===== src/dtx_defs.vh =====
// shared constants for the dual-rail transmit line driver
`ifndef DTX_DEFS_VH
`define DTX_DEFS_VH
`define DTX_CLK_PERIOD_NS 10
`define DTX_NUM_CH 12
`define DTX_SYNC_RST 2'h0
`define DTX_HALF_BIT_CYCLES 4
`define DTX_TX_ON_RST 1'h1
`endif


===== src/dtx_line_driver.v =====
// dual-rail transmit line driver: rail sampling, bipolar pulse shaping, tri-state control
`timescale 1ns/1ps
`include "dtx_defs.vh"
module dtx_line_driver #(
	parameter NUM_CH = `DTX_NUM_CH
) (
	input wire sys_clk_i,
	input wire rstn_i,
	input wire [NUM_CH-1:0] transmit_bit_clock_i,
	input wire [NUM_CH-1:0] pos_rail_in_i,
	input wire [NUM_CH-1:0] neg_rail_in_i,
	input wire [NUM_CH-1:0] dual_rail_mode_i,
	input wire transmitter_on_i,
	input wire [NUM_CH-1:0] chan_tx_on_i,
	output wire [NUM_CH-1:0] line_out_positive_o,
	output wire [NUM_CH-1:0] line_out_positive_oe_n_o,
	output wire [NUM_CH-1:0] line_out_negative_o,
	output wire [NUM_CH-1:0] line_out_negative_oe_n_o
);

////////////////////////////////////////////////////////////////////////////////
// global pin synchroniser
// the pin idles high, so reset loads the powered-on level
reg [1:0] on_sync_reg;
wire [1:0] on_sync_next;
wire pin_on;

assign on_sync_next = {on_sync_reg[0], transmitter_on_i};
assign pin_on = on_sync_reg[1];

always @(posedge sys_clk_i or negedge rstn_i) begin
	if (!rstn_i) begin
		on_sync_reg <= {`DTX_TX_ON_RST, `DTX_TX_ON_RST};
	end else begin
		on_sync_reg <= on_sync_next;
	end
end

////////////////////////////////////////////////////////////////////////////////
// per channel datapath
genvar ch;
generate
	for (ch = 0; ch < NUM_CH; ch = ch + 1) begin : g_ch
		reg [1:0] clk_sync_reg;
		reg clk_prev_reg;
		reg [1:0] pos_sync_reg;
		reg [1:0] neg_sync_reg;
		reg [1:0] mode_sync_reg;
		reg [1:0] en_sync_reg;
		reg pos_bit_reg;
		reg neg_bit_reg;
		reg tip_reg;
		reg ring_reg;
		reg oe_n_reg;

		wire [1:0] clk_sync_next;
		wire [1:0] pos_sync_next;
		wire [1:0] neg_sync_next;
		wire [1:0] mode_sync_next;
		wire [1:0] en_sync_next;

		reg pos_bit_next;
		reg neg_bit_next;
		reg tip_next;
		reg ring_next;
		reg oe_n_next;

		wire clk_rise;
		wire neg_eff;
		wire chan_on;

		// rails arrive with the link clock, so all pass the same two-stage delay
		assign clk_sync_next = {clk_sync_reg[0], transmit_bit_clock_i[ch]};
		assign pos_sync_next = {pos_sync_reg[0], pos_rail_in_i[ch]};
		assign neg_sync_next = {neg_sync_reg[0], neg_rail_in_i[ch]};
		assign mode_sync_next = {mode_sync_reg[0], dual_rail_mode_i[ch]};
		assign en_sync_next = {en_sync_reg[0], chan_tx_on_i[ch]};

		// rise is seen in the cycle the synced clock first reads high, so rails have long settled by capture
		assign clk_rise = clk_sync_reg[1] & ~clk_prev_reg;
		// single-rail data is not encoded here, so negative rail is simply masked
		assign neg_eff = neg_sync_reg[1] & mode_sync_reg[1];
		assign chan_on = pin_on & en_sync_reg[1];

		// every pin input passes two flops before any logic reads it
		always @(posedge sys_clk_i or negedge rstn_i) begin
			if (!rstn_i) begin
				clk_sync_reg <= `DTX_SYNC_RST;
			end else begin
				clk_sync_reg <= clk_sync_next;
			end
		end

		always @(posedge sys_clk_i or negedge rstn_i) begin
			if (!rstn_i) begin
				clk_prev_reg <= 1'h0;
			end else begin
				clk_prev_reg <= clk_sync_reg[1];
			end
		end

		always @(posedge sys_clk_i or negedge rstn_i) begin
			if (!rstn_i) begin
				pos_sync_reg <= `DTX_SYNC_RST;
			end else begin
				pos_sync_reg <= pos_sync_next;
			end
		end

		always @(posedge sys_clk_i or negedge rstn_i) begin
			if (!rstn_i) begin
				neg_sync_reg <= `DTX_SYNC_RST;
			end else begin
				neg_sync_reg <= neg_sync_next;
			end
		end

		always @(posedge sys_clk_i or negedge rstn_i) begin
			if (!rstn_i) begin
				mode_sync_reg <= `DTX_SYNC_RST;
			end else begin
				mode_sync_reg <= mode_sync_next;
			end
		end

		always @(posedge sys_clk_i or negedge rstn_i) begin
			if (!rstn_i) begin
				en_sync_reg <= {`DTX_TX_ON_RST, `DTX_TX_ON_RST};
			end else begin
				en_sync_reg <= en_sync_next;
			end
		end

		// captured rails hold until the next bit clock rise
		always @* begin
			pos_bit_next = pos_bit_reg;
			if (clk_rise) begin
				pos_bit_next = pos_sync_reg[1];
			end
		end

		always @* begin
			neg_bit_next = neg_bit_reg;
			if (clk_rise) begin
				neg_bit_next = neg_eff;
			end
		end

		always @(posedge sys_clk_i or negedge rstn_i) begin
			if (!rstn_i) begin
				pos_bit_reg <= 1'h0;
			end else begin
				pos_bit_reg <= pos_bit_next;
			end
		end

		always @(posedge sys_clk_i or negedge rstn_i) begin
			if (!rstn_i) begin
				neg_bit_reg <= 1'h0;
			end else begin
				neg_bit_reg <= neg_bit_next;
			end
		end

		// both rails high: no pulse rather than a shorted driver
		always @* begin
			tip_next = pos_bit_reg & ~neg_bit_reg;
		end

		always @* begin
			ring_next = neg_bit_reg & ~pos_bit_reg;
		end

		// a dropped enable floats the pair within three edges
		always @* begin
			oe_n_next = ~chan_on;
		end

		// line levels and enable leave from flops, never from gates
		always @(posedge sys_clk_i or negedge rstn_i) begin
			if (!rstn_i) begin
				tip_reg <= 1'h0;
			end else begin
				tip_reg <= tip_next;
			end
		end

		always @(posedge sys_clk_i or negedge rstn_i) begin
			if (!rstn_i) begin
				ring_reg <= 1'h0;
			end else begin
				ring_reg <= ring_next;
			end
		end

		always @(posedge sys_clk_i or negedge rstn_i) begin
			if (!rstn_i) begin
				oe_n_reg <= 1'h1;
			end else begin
				oe_n_reg <= oe_n_next;
			end
		end

		// both halves of the pair share one enable, so they float together
		assign line_out_positive_o[ch] = tip_reg;
		assign line_out_negative_o[ch] = ring_reg;
		assign line_out_positive_oe_n_o[ch] = oe_n_reg;
		assign line_out_negative_oe_n_o[ch] = oe_n_reg;
	end
endgenerate

endmodule


===== config.mk =====
export PLATFORM = sky130hd
export DESIGN_NAME = dtx_line_driver
export DESIGN_NICKNAME = d
export VERILOG_FILES = /design/src/dtx_line_driver.v
export VERILOG_INCLUDE_DIRS = /design/src
export SDC_FILE = /design/constraint.sdc
export NUM_CORES = 1
export LEC_CHECK = 0
export ABC_CLOCK_PERIOD_IN_PS = 3300
export BUFFER_PORTS_ARGS = -buffer_cell sky130_fd_sc_hd__buf_2
export CORE_AREA = 3 3 146 148
export CTS_BUF_LIST = sky130_fd_sc_hd__clkbuf_4 sky130_fd_sc_hd__clkbuf_8
export DETAILED_ROUTE_END_ITERATION = 8
export DIE_AREA = 0 0 149 151
export GPL_TIMING_DRIVEN = 0
export SYNTH_ARGS = -nofsm -noshare
export SYNTH_HDL_FRONTEND = slang
export SYNTH_SLANG_ARGS = --single-unit

===== constraint.sdc =====
create_clock -name sys_clk_i -period 3.3 [get_ports sys_clk_i]
set_clock_uncertainty 0.1 [all_clocks]
set_input_delay 0.495 -clock sys_clk_i [delete_from_list [all_inputs] [get_ports sys_clk_i]]
set_output_delay 0.495 -clock sys_clk_i [all_outputs]
set_load 0.005 [all_outputs]

==> Word-level counts from Yosys, hierarchy flattened <==
Index checks and enable logic that the tools add are counted.
Widths: inputs -> output; s select.
{ "totals": {"ff_bits": 194, "out_inout_bits": 48} }
{ "classes": {"bitwise_logic": 108} }
{ "op_table": {"columns": ["operator", "count"], "rows": [
  ["$and 1x1->1", 60],
  ["$not 1->1", 48]
]} }

==> Longest topological paths before layout <==
Gate-level depths: netlist of the first run.
{ "depth": {"ltp_word": 2, "depth_mapped": 2, "depth_no_buf": 2} }

==> Worst setup path before layout of the first run <==
OpenSTA, ideal clock, no wires.
{ "synth_path": {"path_kind": "reg2out", "start": "register g_ch[0].oe_n_reg", "end": "output line_out_negative_oe_n_o[0]", "arrival_time_ns": 0.598, "t_required_ns": 2.705, "path_slack_ns": 2.107, "stages_incl_launch_ff": 2, "path_cell_list": "dfstp_2 -> buf_4"} }
{ "synth_rtl": {"columns": ["item", "line", "source"], "rows": [
  ["start, declared", "dtx_line_driver.v:54", "reg oe_n_reg;"],
  ["start signal, assigned", "dtx_line_driver.v:200", "oe_n_reg <= oe_n_next;"],
  ["end, declared", "dtx_line_driver.v:18", "output wire [NUM_CH-1:0] line_out_negative_oe_n_o"]
]} }
No word-level cell between the ends.

==> Final worst setup path of the first run <==
{ "layout_path": {"start": "register g_ch[2].oe_n_reg", "end": "output line_out_positive_oe_n_o[2]"} }
{ "layout_rtl": {"columns": ["item", "line", "source"], "rows": [
  ["start, declared", "dtx_line_driver.v:54", null],
  ["start signal, assigned", "dtx_line_driver.v:200", null],
  ["end, declared", "dtx_line_driver.v:16", "output wire [NUM_CH-1:0] line_out_positive_oe_n_o,"]
]} }
No word-level cell between the ends.

==> results of run 1 <==
## power by group
part | switching (mW) | total, mW | internal, mW | leakage [nW]
combinational | 0.140 | 0.353 | 0.213 | 1.12
clock | 0.814 | 1.37 | 0.560 | 0.161
sequential | 0.0671 | 2.63 | 2.56 | 2.26
## cell type report
| type | count | area share [%] |
|---|---|---|
| Sequential cell | 194 | 65.8 |
| Timing Repair Buffer | 129 | 10.3 |
| Multi-Input combinational cell | 84 | 9.06 |
| Buffer | 49 | 4.90 |
| Tap cell | 270 | 4.53 |
| Clock buffer | 19 | 3.42 |
| Clock inverter | 13 | 1.41 |
| Inverter | 12 | 0.604 |
## worst paths after layout
kind | startpoint | endpoint | slack, ps | cells after the start
max | g_ch[2].oe_n_reg | line_out_positive_oe_n_o[2] | 1520 | 2
min | dual_rail_mode_i[5] | g_ch[5].mode_sync_reg[0] | 50 | 1
max reg2reg | g_ch[5].clk_prev_reg | g_ch[5].pos_bit_reg | 2230 | 2
min reg2reg | g_ch[7].pos_sync_reg[0] | g_ch[7].pos_sync_reg[1] | 250 | 0
max in group asynchronous | rstn_i | g_ch[10].mode_sync_reg[1] | 1670 | 3
min in group asynchronous | rstn_i | g_ch[8].neg_bit_reg | 530 | 2
## Yosys cell counts (all sizes together)
cell type  number
dfrtp         156
dfstp          38
inv            12
buf            49
mux2           12
nand2          24
nor2           12
mux2i          12
nor2b          24
## per-layer routing
metal  GRT usage, %  vias to the layer above  wire, um
li1               -                     1292         -
met1           9.93                     1387      3590
met2           12.2                       88      4100
met3           3.23                       11       553
met5              0                        -         0
met4           3.84                        0       160
## cell families (layout without fill, tap and decap cells)
kind of cell	count (synthesis)	in the layout
muxes	24	24
buffers and inverters	61	222
DFF	194	194
and+or+nand+nor	60	60
## critical path, delay by kind of cell (launching register included)
kind / cells / cell delay, ps
buffers and inverters: 2 / 200
flip-flops: 1 / 550
==> impl_metrics.ini, run 1 <==
[floorplanning]
ios = 111
die_w_um = 149
start_util_pct = 29.7
core_um2 = 20200
rows = 52
dieHeight_um = 151
fp.dieArea_um2 = 22500

[clocking]
cts_hold_buf = 5
clkLatencyLatePin_ps = 450
cts-root-buf = clkbuf_8
post_cts_buffers = 0
cts_tree = done
cts_max_path_buffers = 2
htree_levels = 4
path_clk_slew_ps = 100
cts.sinks = 194
cts-resized-gates = 0
numCtsBuffers = 17

[worst_setup_path]
critical_path_class = reg -> out
worstPathMaxFanout = 2
cp-end-kind = output pin
cpPeakStageDelay_ps = 550
cp.required_ps = 2700
startpoint_type = flop
cp.arrival_ps = 1180
crit_slowest_cell = dfstp_2
cp_cell_sequence = buf_4 -> buf_2

[grt]
antenna_found_initial = 0
grt_pass1_vias = 3018
grt_pass1_wl_um = 13900
grt-ovfl-total = 0
grt_use_total_pct = 8.00
grt_max_degree = 105

[sta]
fin_ws_ps = 1520
slew_violations = 0
worst_pin_slew_ps = 649
min_period_ps = 1780
timing.max_slew.rel_slack_pct = 56.7
period_share_pct = 53.9
rsz0062_at_grt = false
setup-tns-final_ps = 0
finalSetupViolCount = 0
whs_ps = 47.0
hold_violations = 0
fmax_ghz = 0.562

[final_layout]
fin_nets = 550
seq_area_um2 = 4900
final_cells = 770
diodes = 0
mostFrequentLayoutCell = dfrtp_1
mostFrequentLayoutCells = 156 x dfrtp_1, 110 x buf_2, 48 x buf_4
drive_above_1_share_pct = 50.6
multi_input_area_um2 = 676
syn2layout_area_growth_pct = 24.5
final_core_util_pct = 37.0
final_area_um2 = 7450
fillers = 1935

[logic_synthesis]
syn_inst = 339
synthAdderAreaFrac_pct = 0
syn-num-nets = 402
syn_area_per_cell_um2 = 17.7
synthSimpleGateAreaFrac_pct = 6.27
yosysUniqueCellTypes = 11
yosys-top-cells-area = dfrtp_1 65%, dfstp_2 17%, buf_4 6.0%
synth_top_area_cell = dfrtp_1
synth_top_family_by_area = buffers and inverters
synth.ff_latch_count = 194
synth_xor_area_share_pct = 0
syn_area_um2 = 5990
yosys-mux-area-fraction_pct = 5.01
synth_top_area_share_pct = 65.2
ys_warn_count = 0
synth_compound_area_share_pct = 0
ys_seq_area_share_pct = 81.9

[placement]
routabilityCongestion = 0.627
dp_slack_ps = 1720
port_buffers = 110
hpwl_um = 5710
dp_cells = 720
placed_area_um2 = 6910

[detailed_routing]
drc = 0
drt_wl_total_um = 8400
routed-via-count = 2778
vias_per_cell = 3.61
dr.pass1.iters = 3
first_iter_violations = 79
wl_per_cell_um = 10.9
drt.antenna.violating_nets = 0

[power_and_ir_drop]
ir_worst_vdd_mv = 0.252
p_leak_nw = 3.55
p_per_area_nw_per_um2 = 584
total_power_mw = 4.36

[flow_run]
max-cap-violations = 0

[worst_hold_path]
hp-class = in -> reg

[status]
status = finished clean
(Power assumes the default switching activity.)
==> run 2, diff against run 1 <==
--- a/config.mk
+++ b/config.mk
@@ -6,12 +6,13 @@
 export SDC_FILE = /design/constraint.sdc
 export NUM_CORES = 1
 export LEC_CHECK = 0
-export ABC_CLOCK_PERIOD_IN_PS = 3300
+export ABC_AREA = 1
+export ABC_CLOCK_PERIOD_IN_PS = 1800
 export BUFFER_PORTS_ARGS = -buffer_cell sky130_fd_sc_hd__buf_2
-export CORE_AREA = 3 3 146 148
+export CORE_AREA = 3 3 147 149
 export CTS_BUF_LIST = sky130_fd_sc_hd__clkbuf_4 sky130_fd_sc_hd__clkbuf_8
 export DETAILED_ROUTE_END_ITERATION = 8
-export DIE_AREA = 0 0 149 151
+export DIE_AREA = 0 0 150 152
 export GPL_TIMING_DRIVEN = 0
 export SYNTH_ARGS = -nofsm -noshare
 export SYNTH_HDL_FRONTEND = slang
==> constraint.sdc (replaced) <==
create_clock -name sys_clk_i -period 1.8 [get_ports sys_clk_i]
set_clock_uncertainty 0.1 [all_clocks]
set_input_delay 0.27 -clock sys_clk_i [delete_from_list [all_inputs] [get_ports sys_clk_i]]
set_output_delay 0.27 -clock sys_clk_i [all_outputs]
set_load 0.005 [all_outputs]
==> run 2 against run 1 <==
Effect of this change: combinational power grew 81%; non-clock buffer count grew 44; sequential share of layout area shrank 4.3 points; die area increased by 1.3%; wire length is 2.3% higher; final area increased by 7.0%; utilization grew 2.4 points; sequential cell count unchanged; first-iteration DRC count shrank 1.3%; synthesized cell count is 32% higher; critical path type unchanged; largest cell class unchanged; highest routed layer unchanged.
==> impl_metrics.ini, run 2 <==
[clocking]
clkLatencyLatePin_ps = 440
path_clk_slew_ps = 100
cts.sinks = 194
numCtsBuffers = 17
post_cts_buffers = 0
cts-resized-gates = 0
cts-root-buf = clkbuf_8
htree_levels = 4
cts_hold_buf = 62
cts_tree = done
cts_max_path_buffers = 2

[floorplanning]
start_util_pct = 29.8
ios = 111
die_w_um = 150
dieHeight_um = 152
rows = 52
core_um2 = 20300
fp.dieArea_um2 = 22800

[detailed_routing]
vias_per_cell = 3.53
drc = 0
dr.pass1.iters = 4
drt_wl_total_um = 8600
drt.antenna.violating_nets = 0
wl_per_cell_um = 9.33
first_iter_violations = 78
routed-via-count = 3251

[grt]
grt_pass1_wl_um = 14800
grt_pass1_vias = 3268
grt_use_total_pct = 8.27
grt_max_degree = 100
grt-ovfl-total = 0
antenna_found_initial = 0

[sta]
timing.max_slew.rel_slack_pct = 52.2
rsz0062_at_grt = false
setup-tns-final_ps = 0
min_period_ps = 1530
fmax_ghz = 0.652
period_share_pct = 85.2
finalSetupViolCount = 0
whs_ps = 242
hold_violations = 0
slew_violations = 0
worst_pin_slew_ps = 717

[power_and_ir_drop]
switching_share_pct = 22.6
ir_worst_vdd_mv = 0.489
p_leak_nw = 4.07
pwr-share-clk_pct = 32.9
seqPwrFrac_pct = 59.2
power.internal_mw = 6.27
p_per_area_nw_per_um2 = 1020
total_power_mw = 8.10
switching_power_mw = 1.83
p_comb_share_pct = 7.9

[final_layout]
drive_above_1_share_pct = 35.2
syn2layout_area_growth_pct = 31.9
diodes = 0
mostFrequentLayoutCells = 156 x dfrtp_1, 109 x buf_2, 96 x nand2_1
final_core_util_pct = 39.3
fin_nets = 702
mostFrequentLayoutCell = dfrtp_1
final_cells = 921

[worst_setup_path]
critPathBufInv = 2
rr_worst_depth = 2
critical_path_class = reg -> out
cp-end-kind = output pin
startpoint_type = flop
cp.arrival_ps = 1160
cp.required_ps = 1430
cpLargestDelayFamily = flip-flops
cp_cell_sequence = buf_4 -> buf_2
cpPeakStageDelay_ps = 540
worstPathMaxFanout = 2
reg2reg_setup_slack_ps = 870
crit_cells = 2
crit_slowest_cell = dfstp_2

[placement]
routabilityCongestion = 0.693
dp_cells = 828
hpwl_um = 5340
port_buffers = 110

[logic_synthesis]
synth_top_area_share_pct = 64.5
synth_top_flop_cell = dfrtp_1
synth_xor_area_share_pct = 0
synth_common_cells = 156 x dfrtp_1, 96 x nand2_1, 60 x inv_1
yosysUniqueCellTypes = 7
synth.most_common_cell = dfrtp_1
syn_area_per_cell_um2 = 13.5
ys_warn_count = 0
synth_compound_area_share_pct = 0
ys_seq_area_share_pct = 81.0
syn_area_um2 = 6050
async_reset_ff_share_pct = 100
syn_inst = 447
synth.ff_latch_count = 194
synth_top_family_by_area = buffers and inverters
synth_edf_count = 0
yosys-mux-area-fraction_pct = 0
synth_top_area_cell = dfrtp_1
synthAdderAreaFrac_pct = 0
syn-num-nets = 510
yosys-top-cells-area = dfrtp_1 65%, dfstp_2 17%, buf_4 6.1%
synthSimpleGateAreaFrac_pct = 9.18

[flow_run]
max-cap-violations = 0

[worst_hold_path]
hp-class = reg -> reg
holdPathStages = 0

[status]
status = finished clean
-- run 2: changes by cell type after synthesis --
cell     change
inv_1       +48
nor2b_4     -12
nand3_1     +12
mux2_4      -12
nor2b_1     -12
mux2i_1     -12
buf_2        -1
buf_4        +1
nand2_1     +72
nor2_1      +24
-- run 2: per-stage QoR --
step                      instance area [um^2]  worst slack (ps)
after floorplan                           6050               832
after global placement                    6940             -2590
after detailed placement                  6980               448
after CTS                                 7980               193
after global routing                      7980               182
final                                     7980               266
-- run 2: cell families (layout without fill, tap and decap cells) --
group,Yosys count,in the layout
DFF,194,194
buffers and inverters,109,313
and+or+nand+nor,144,144
-- run 2: power by group through the flow --
| stage | registers [mW] | clock network [mW] | logic (mW) |
|---|---|---|---|
| floorplan | 4.85 | 0 | 0.274 |
| detailed placement | 4.88 | 0 | 0.550 |
| global placement | 4.87 | 0 | 0.531 |
| finish | 4.79 | 2.67 | 0.639 |
| CTS | 4.80 | 2.83 | 0.657 |
| global route | 4.83 | 2.99 | 0.733 |
-- run 2: area by class of cell --
cell class | instances | area (um^2)
Buffer | 49 | 368
Clock buffer | 21 | 283
Clock inverter | 10 | 100
Fill cell | 1902 | 12300
Inverter | 60 | 225
Multi-Input combinational cell | 144 | 556
Sequential cell | 194 | 4900
Tap cell | 270 | 338
Timing Repair Buffer | 173 | 1210
-- run 2: final timing paths --
check	startpoint	end
worst min register to register	g_ch[4].en_sync_reg[0]	g_ch[4].en_sync_reg[1]
worst max register to register	on_sync_reg[1]	g_ch[10].oe_n_reg
min in group asynchronous	rstn_i	g_ch[11].clk_sync_reg[0]
worst max-delay path	g_ch[4].oe_n_reg	line_out_negative_oe_n_o[4]
worst min-delay path	g_ch[4].en_sync_reg[0]	g_ch[4].en_sync_reg[1]
max in group asynchronous	rstn_i	g_ch[10].neg_sync_reg[0]
-- run 2: metal layers --
metal	vias to the layer above	part of all wire (%)	global-route usage (%)
li1	1643	-	-
met1	1508	43	9.75
met2	91	49	13.2
met3	9	6.8	3.19
met4	0	1.9	4.05
met5	-	0	0
==> run 3, diff against run 2 <==
--- a/config.mk
+++ b/config.mk
@@ -6,13 +6,13 @@
 export SDC_FILE = /design/constraint.sdc
 export NUM_CORES = 1
 export LEC_CHECK = 0
-export ABC_AREA = 1
+export ABC_AREA = 0
 export ABC_CLOCK_PERIOD_IN_PS = 1800
 export BUFFER_PORTS_ARGS = -buffer_cell sky130_fd_sc_hd__buf_2
-export CORE_AREA = 3 3 147 149
+export CORE_AREA = 3 3 146 148
 export CTS_BUF_LIST = sky130_fd_sc_hd__clkbuf_4 sky130_fd_sc_hd__clkbuf_8
 export DETAILED_ROUTE_END_ITERATION = 8
-export DIE_AREA = 0 0 150 152
+export DIE_AREA = 0 0 149 151
 export GPL_TIMING_DRIVEN = 0
 export SYNTH_ARGS = -nofsm -noshare
 export SYNTH_HDL_FRONTEND = slang
==> run 3 against run 2 <==
Effect of this change: sequential power barely moved; sequential share of layout area rose by 0.66 points; register-to-register slack got worse by 140 ps; utilization fell by 0.17 points; clock power fell by 6%; combinational power rose by 13%; global-route usage rose by 0.22 points; wire length rose by 2.6%; first-iteration DRC count rose by 6.4%; critical endpoint is now line_out_positive_oe_n_o[2].
==> impl_metrics.ini, run 3 (synthesis gave the netlist of run 1 again) <==
[detailed_routing]
dr.pass1.iters = 3
routed-via-count = 2931
drc = 0
wl_per_cell_um = 10.8
first_iter_violations = 83
drt_wl_total_um = 8820
vias_per_cell = 3.60
drt.antenna.violating_nets = 0

[clocking]
htree_levels = 4
cts-resized-gates = 0
clkLatencyLatePin_ps = 450
cts_tree = done
path_clk_slew_ps = 100
numCtsBuffers = 17
cts_hold_buf = 62
cts-root-buf = clkbuf_8
post_cts_buffers = 0
cts_max_path_buffers = 2
cts.sinks = 194

[final_layout]
final_core_util_pct = 39.1
multi_input_area_um2 = 676
fin_nets = 594
mostFrequentLayoutCells = 156 x dfrtp_1, 110 x buf_2, 62 x dlygate4sd3_1
seq_area_um2 = 4900
fillers = 1890
drive_above_1_share_pct = 46.5
mostFrequentLayoutCell = dfrtp_1
syn2layout_area_growth_pct = 31.8
diodes = 0

[floorplanning]
fp.dieArea_um2 = 22500
core_um2 = 20200
dieHeight_um = 151
rows = 52
ios = 111
start_util_pct = 29.7
die_w_um = 149

[sta]
fmax_ghz = 0.644
slew_violations = 0
finalSetupViolCount = 0
rsz0062_at_grt = false
whs_ps = 250
worst_pin_slew_ps = 652
period_share_pct = 86.2
min_period_ps = 1550
timing.max_slew.rel_slack_pct = 56.6
hold_violations = 0
fin_ws_ps = 248

[worst_setup_path]
cpPeakStageDelay_ps = 550
cp.required_ps = 1430
cp_cell_sequence = buf_4 -> buf_2
worstPathMaxFanout = 2
critPathBufInv = 2
crit_slowest_cell = dfstp_2
cpLargestDelayFamily = flip-flops
startpoint_type = flop
cp-end-kind = output pin
cp.arrival_ps = 1180
critical_path_class = reg -> out

[grt]
grt_pass1_wl_um = 14800
grt_pass1_vias = 3245
grt_max_degree = 105
grt_use_total_pct = 8.49
grt-ovfl-total = 0
antenna_found_initial = 0

[flow_run]
max-cap-violations = 0

[placement]
port_buffers = 110
dp_slack_ps = 440
hpwl_um = 5710
routabilityCongestion = 0.627

[worst_hold_path]
hp-class = reg -> reg

[power_and_ir_drop]
p_leak_nw = 3.73
ir_worst_vdd_mv = 0.474
p_per_area_nw_per_um2 = 1020
total_power_mw = 8.07

[status]
status = finished clean
[run 3: where the power goes]
| group | internal [mW] | leakage, nW | switching, mW |
|---|---|---|---|
| Clock | 1.03 | 0.161 | 1.49 |
| Combinational | 0.452 | 1.31 | 0.270 |
| Sequential | 4.70 | 2.26 | 0.123 |
| Total | 6.18 | 3.73 | 1.89 |
[run 3: stage by stage]
step / instance area (um^2) / setup TNS (ps) / std cells
global route: 7900 / 0 / 814
global placement: 6880 / -419920 / 719
CTS: 7900 / 0 / 814
detailed placement: 6910 / 0 / 720
finish: 7900 / 0 / 814
floorplan: 5990 / 0 / 339
[run 3: routing by layer]
metal  up-vias  share of wire [%]  global-route usage [%]
li1       1380                  -                       -
met4         0                1.8                    3.84
met5         -                  0                       0
met1      1450                 42                    10.1
met2        90                 50                    13.7
met3        11                6.1                    3.26
[run 3: path summary, 6_finish.rpt]
path	endpoint	startpoint	slack, ps	depth (start not counted)
setup reg to reg	g_ch[5].pos_bit_reg	g_ch[5].clk_prev_reg	730	2
hold / removal	g_ch[7].pos_sync_reg[1]	g_ch[7].pos_sync_reg[0]	250	0
min in group asynchronous	g_ch[8].neg_bit_reg	rstn_i	300	2
setup / recovery	line_out_positive_oe_n_o[2]	g_ch[2].oe_n_reg	250	2
max in group asynchronous	g_ch[10].mode_sync_reg[1]	rstn_i	410	3
hold reg to reg	g_ch[7].pos_sync_reg[1]	g_ch[7].pos_sync_reg[0]	250	0
[run 3: cell type report]
type                    instances  area share, %
multi-input cells              84           8.56
plain buffers                  49           4.63
clock inverters                13           1.33
repair buffers                173           15.3
flip-flops and latches        194           62.1
well taps                     270           4.28
clock buffers                  19           3.23
inverters                      12          0.571
[run 3: worst reg2reg max path: stages, from the launching register on]
cell     delay (ps)
dfrtp_1         410
nor2b_4         150
mux2_4          310
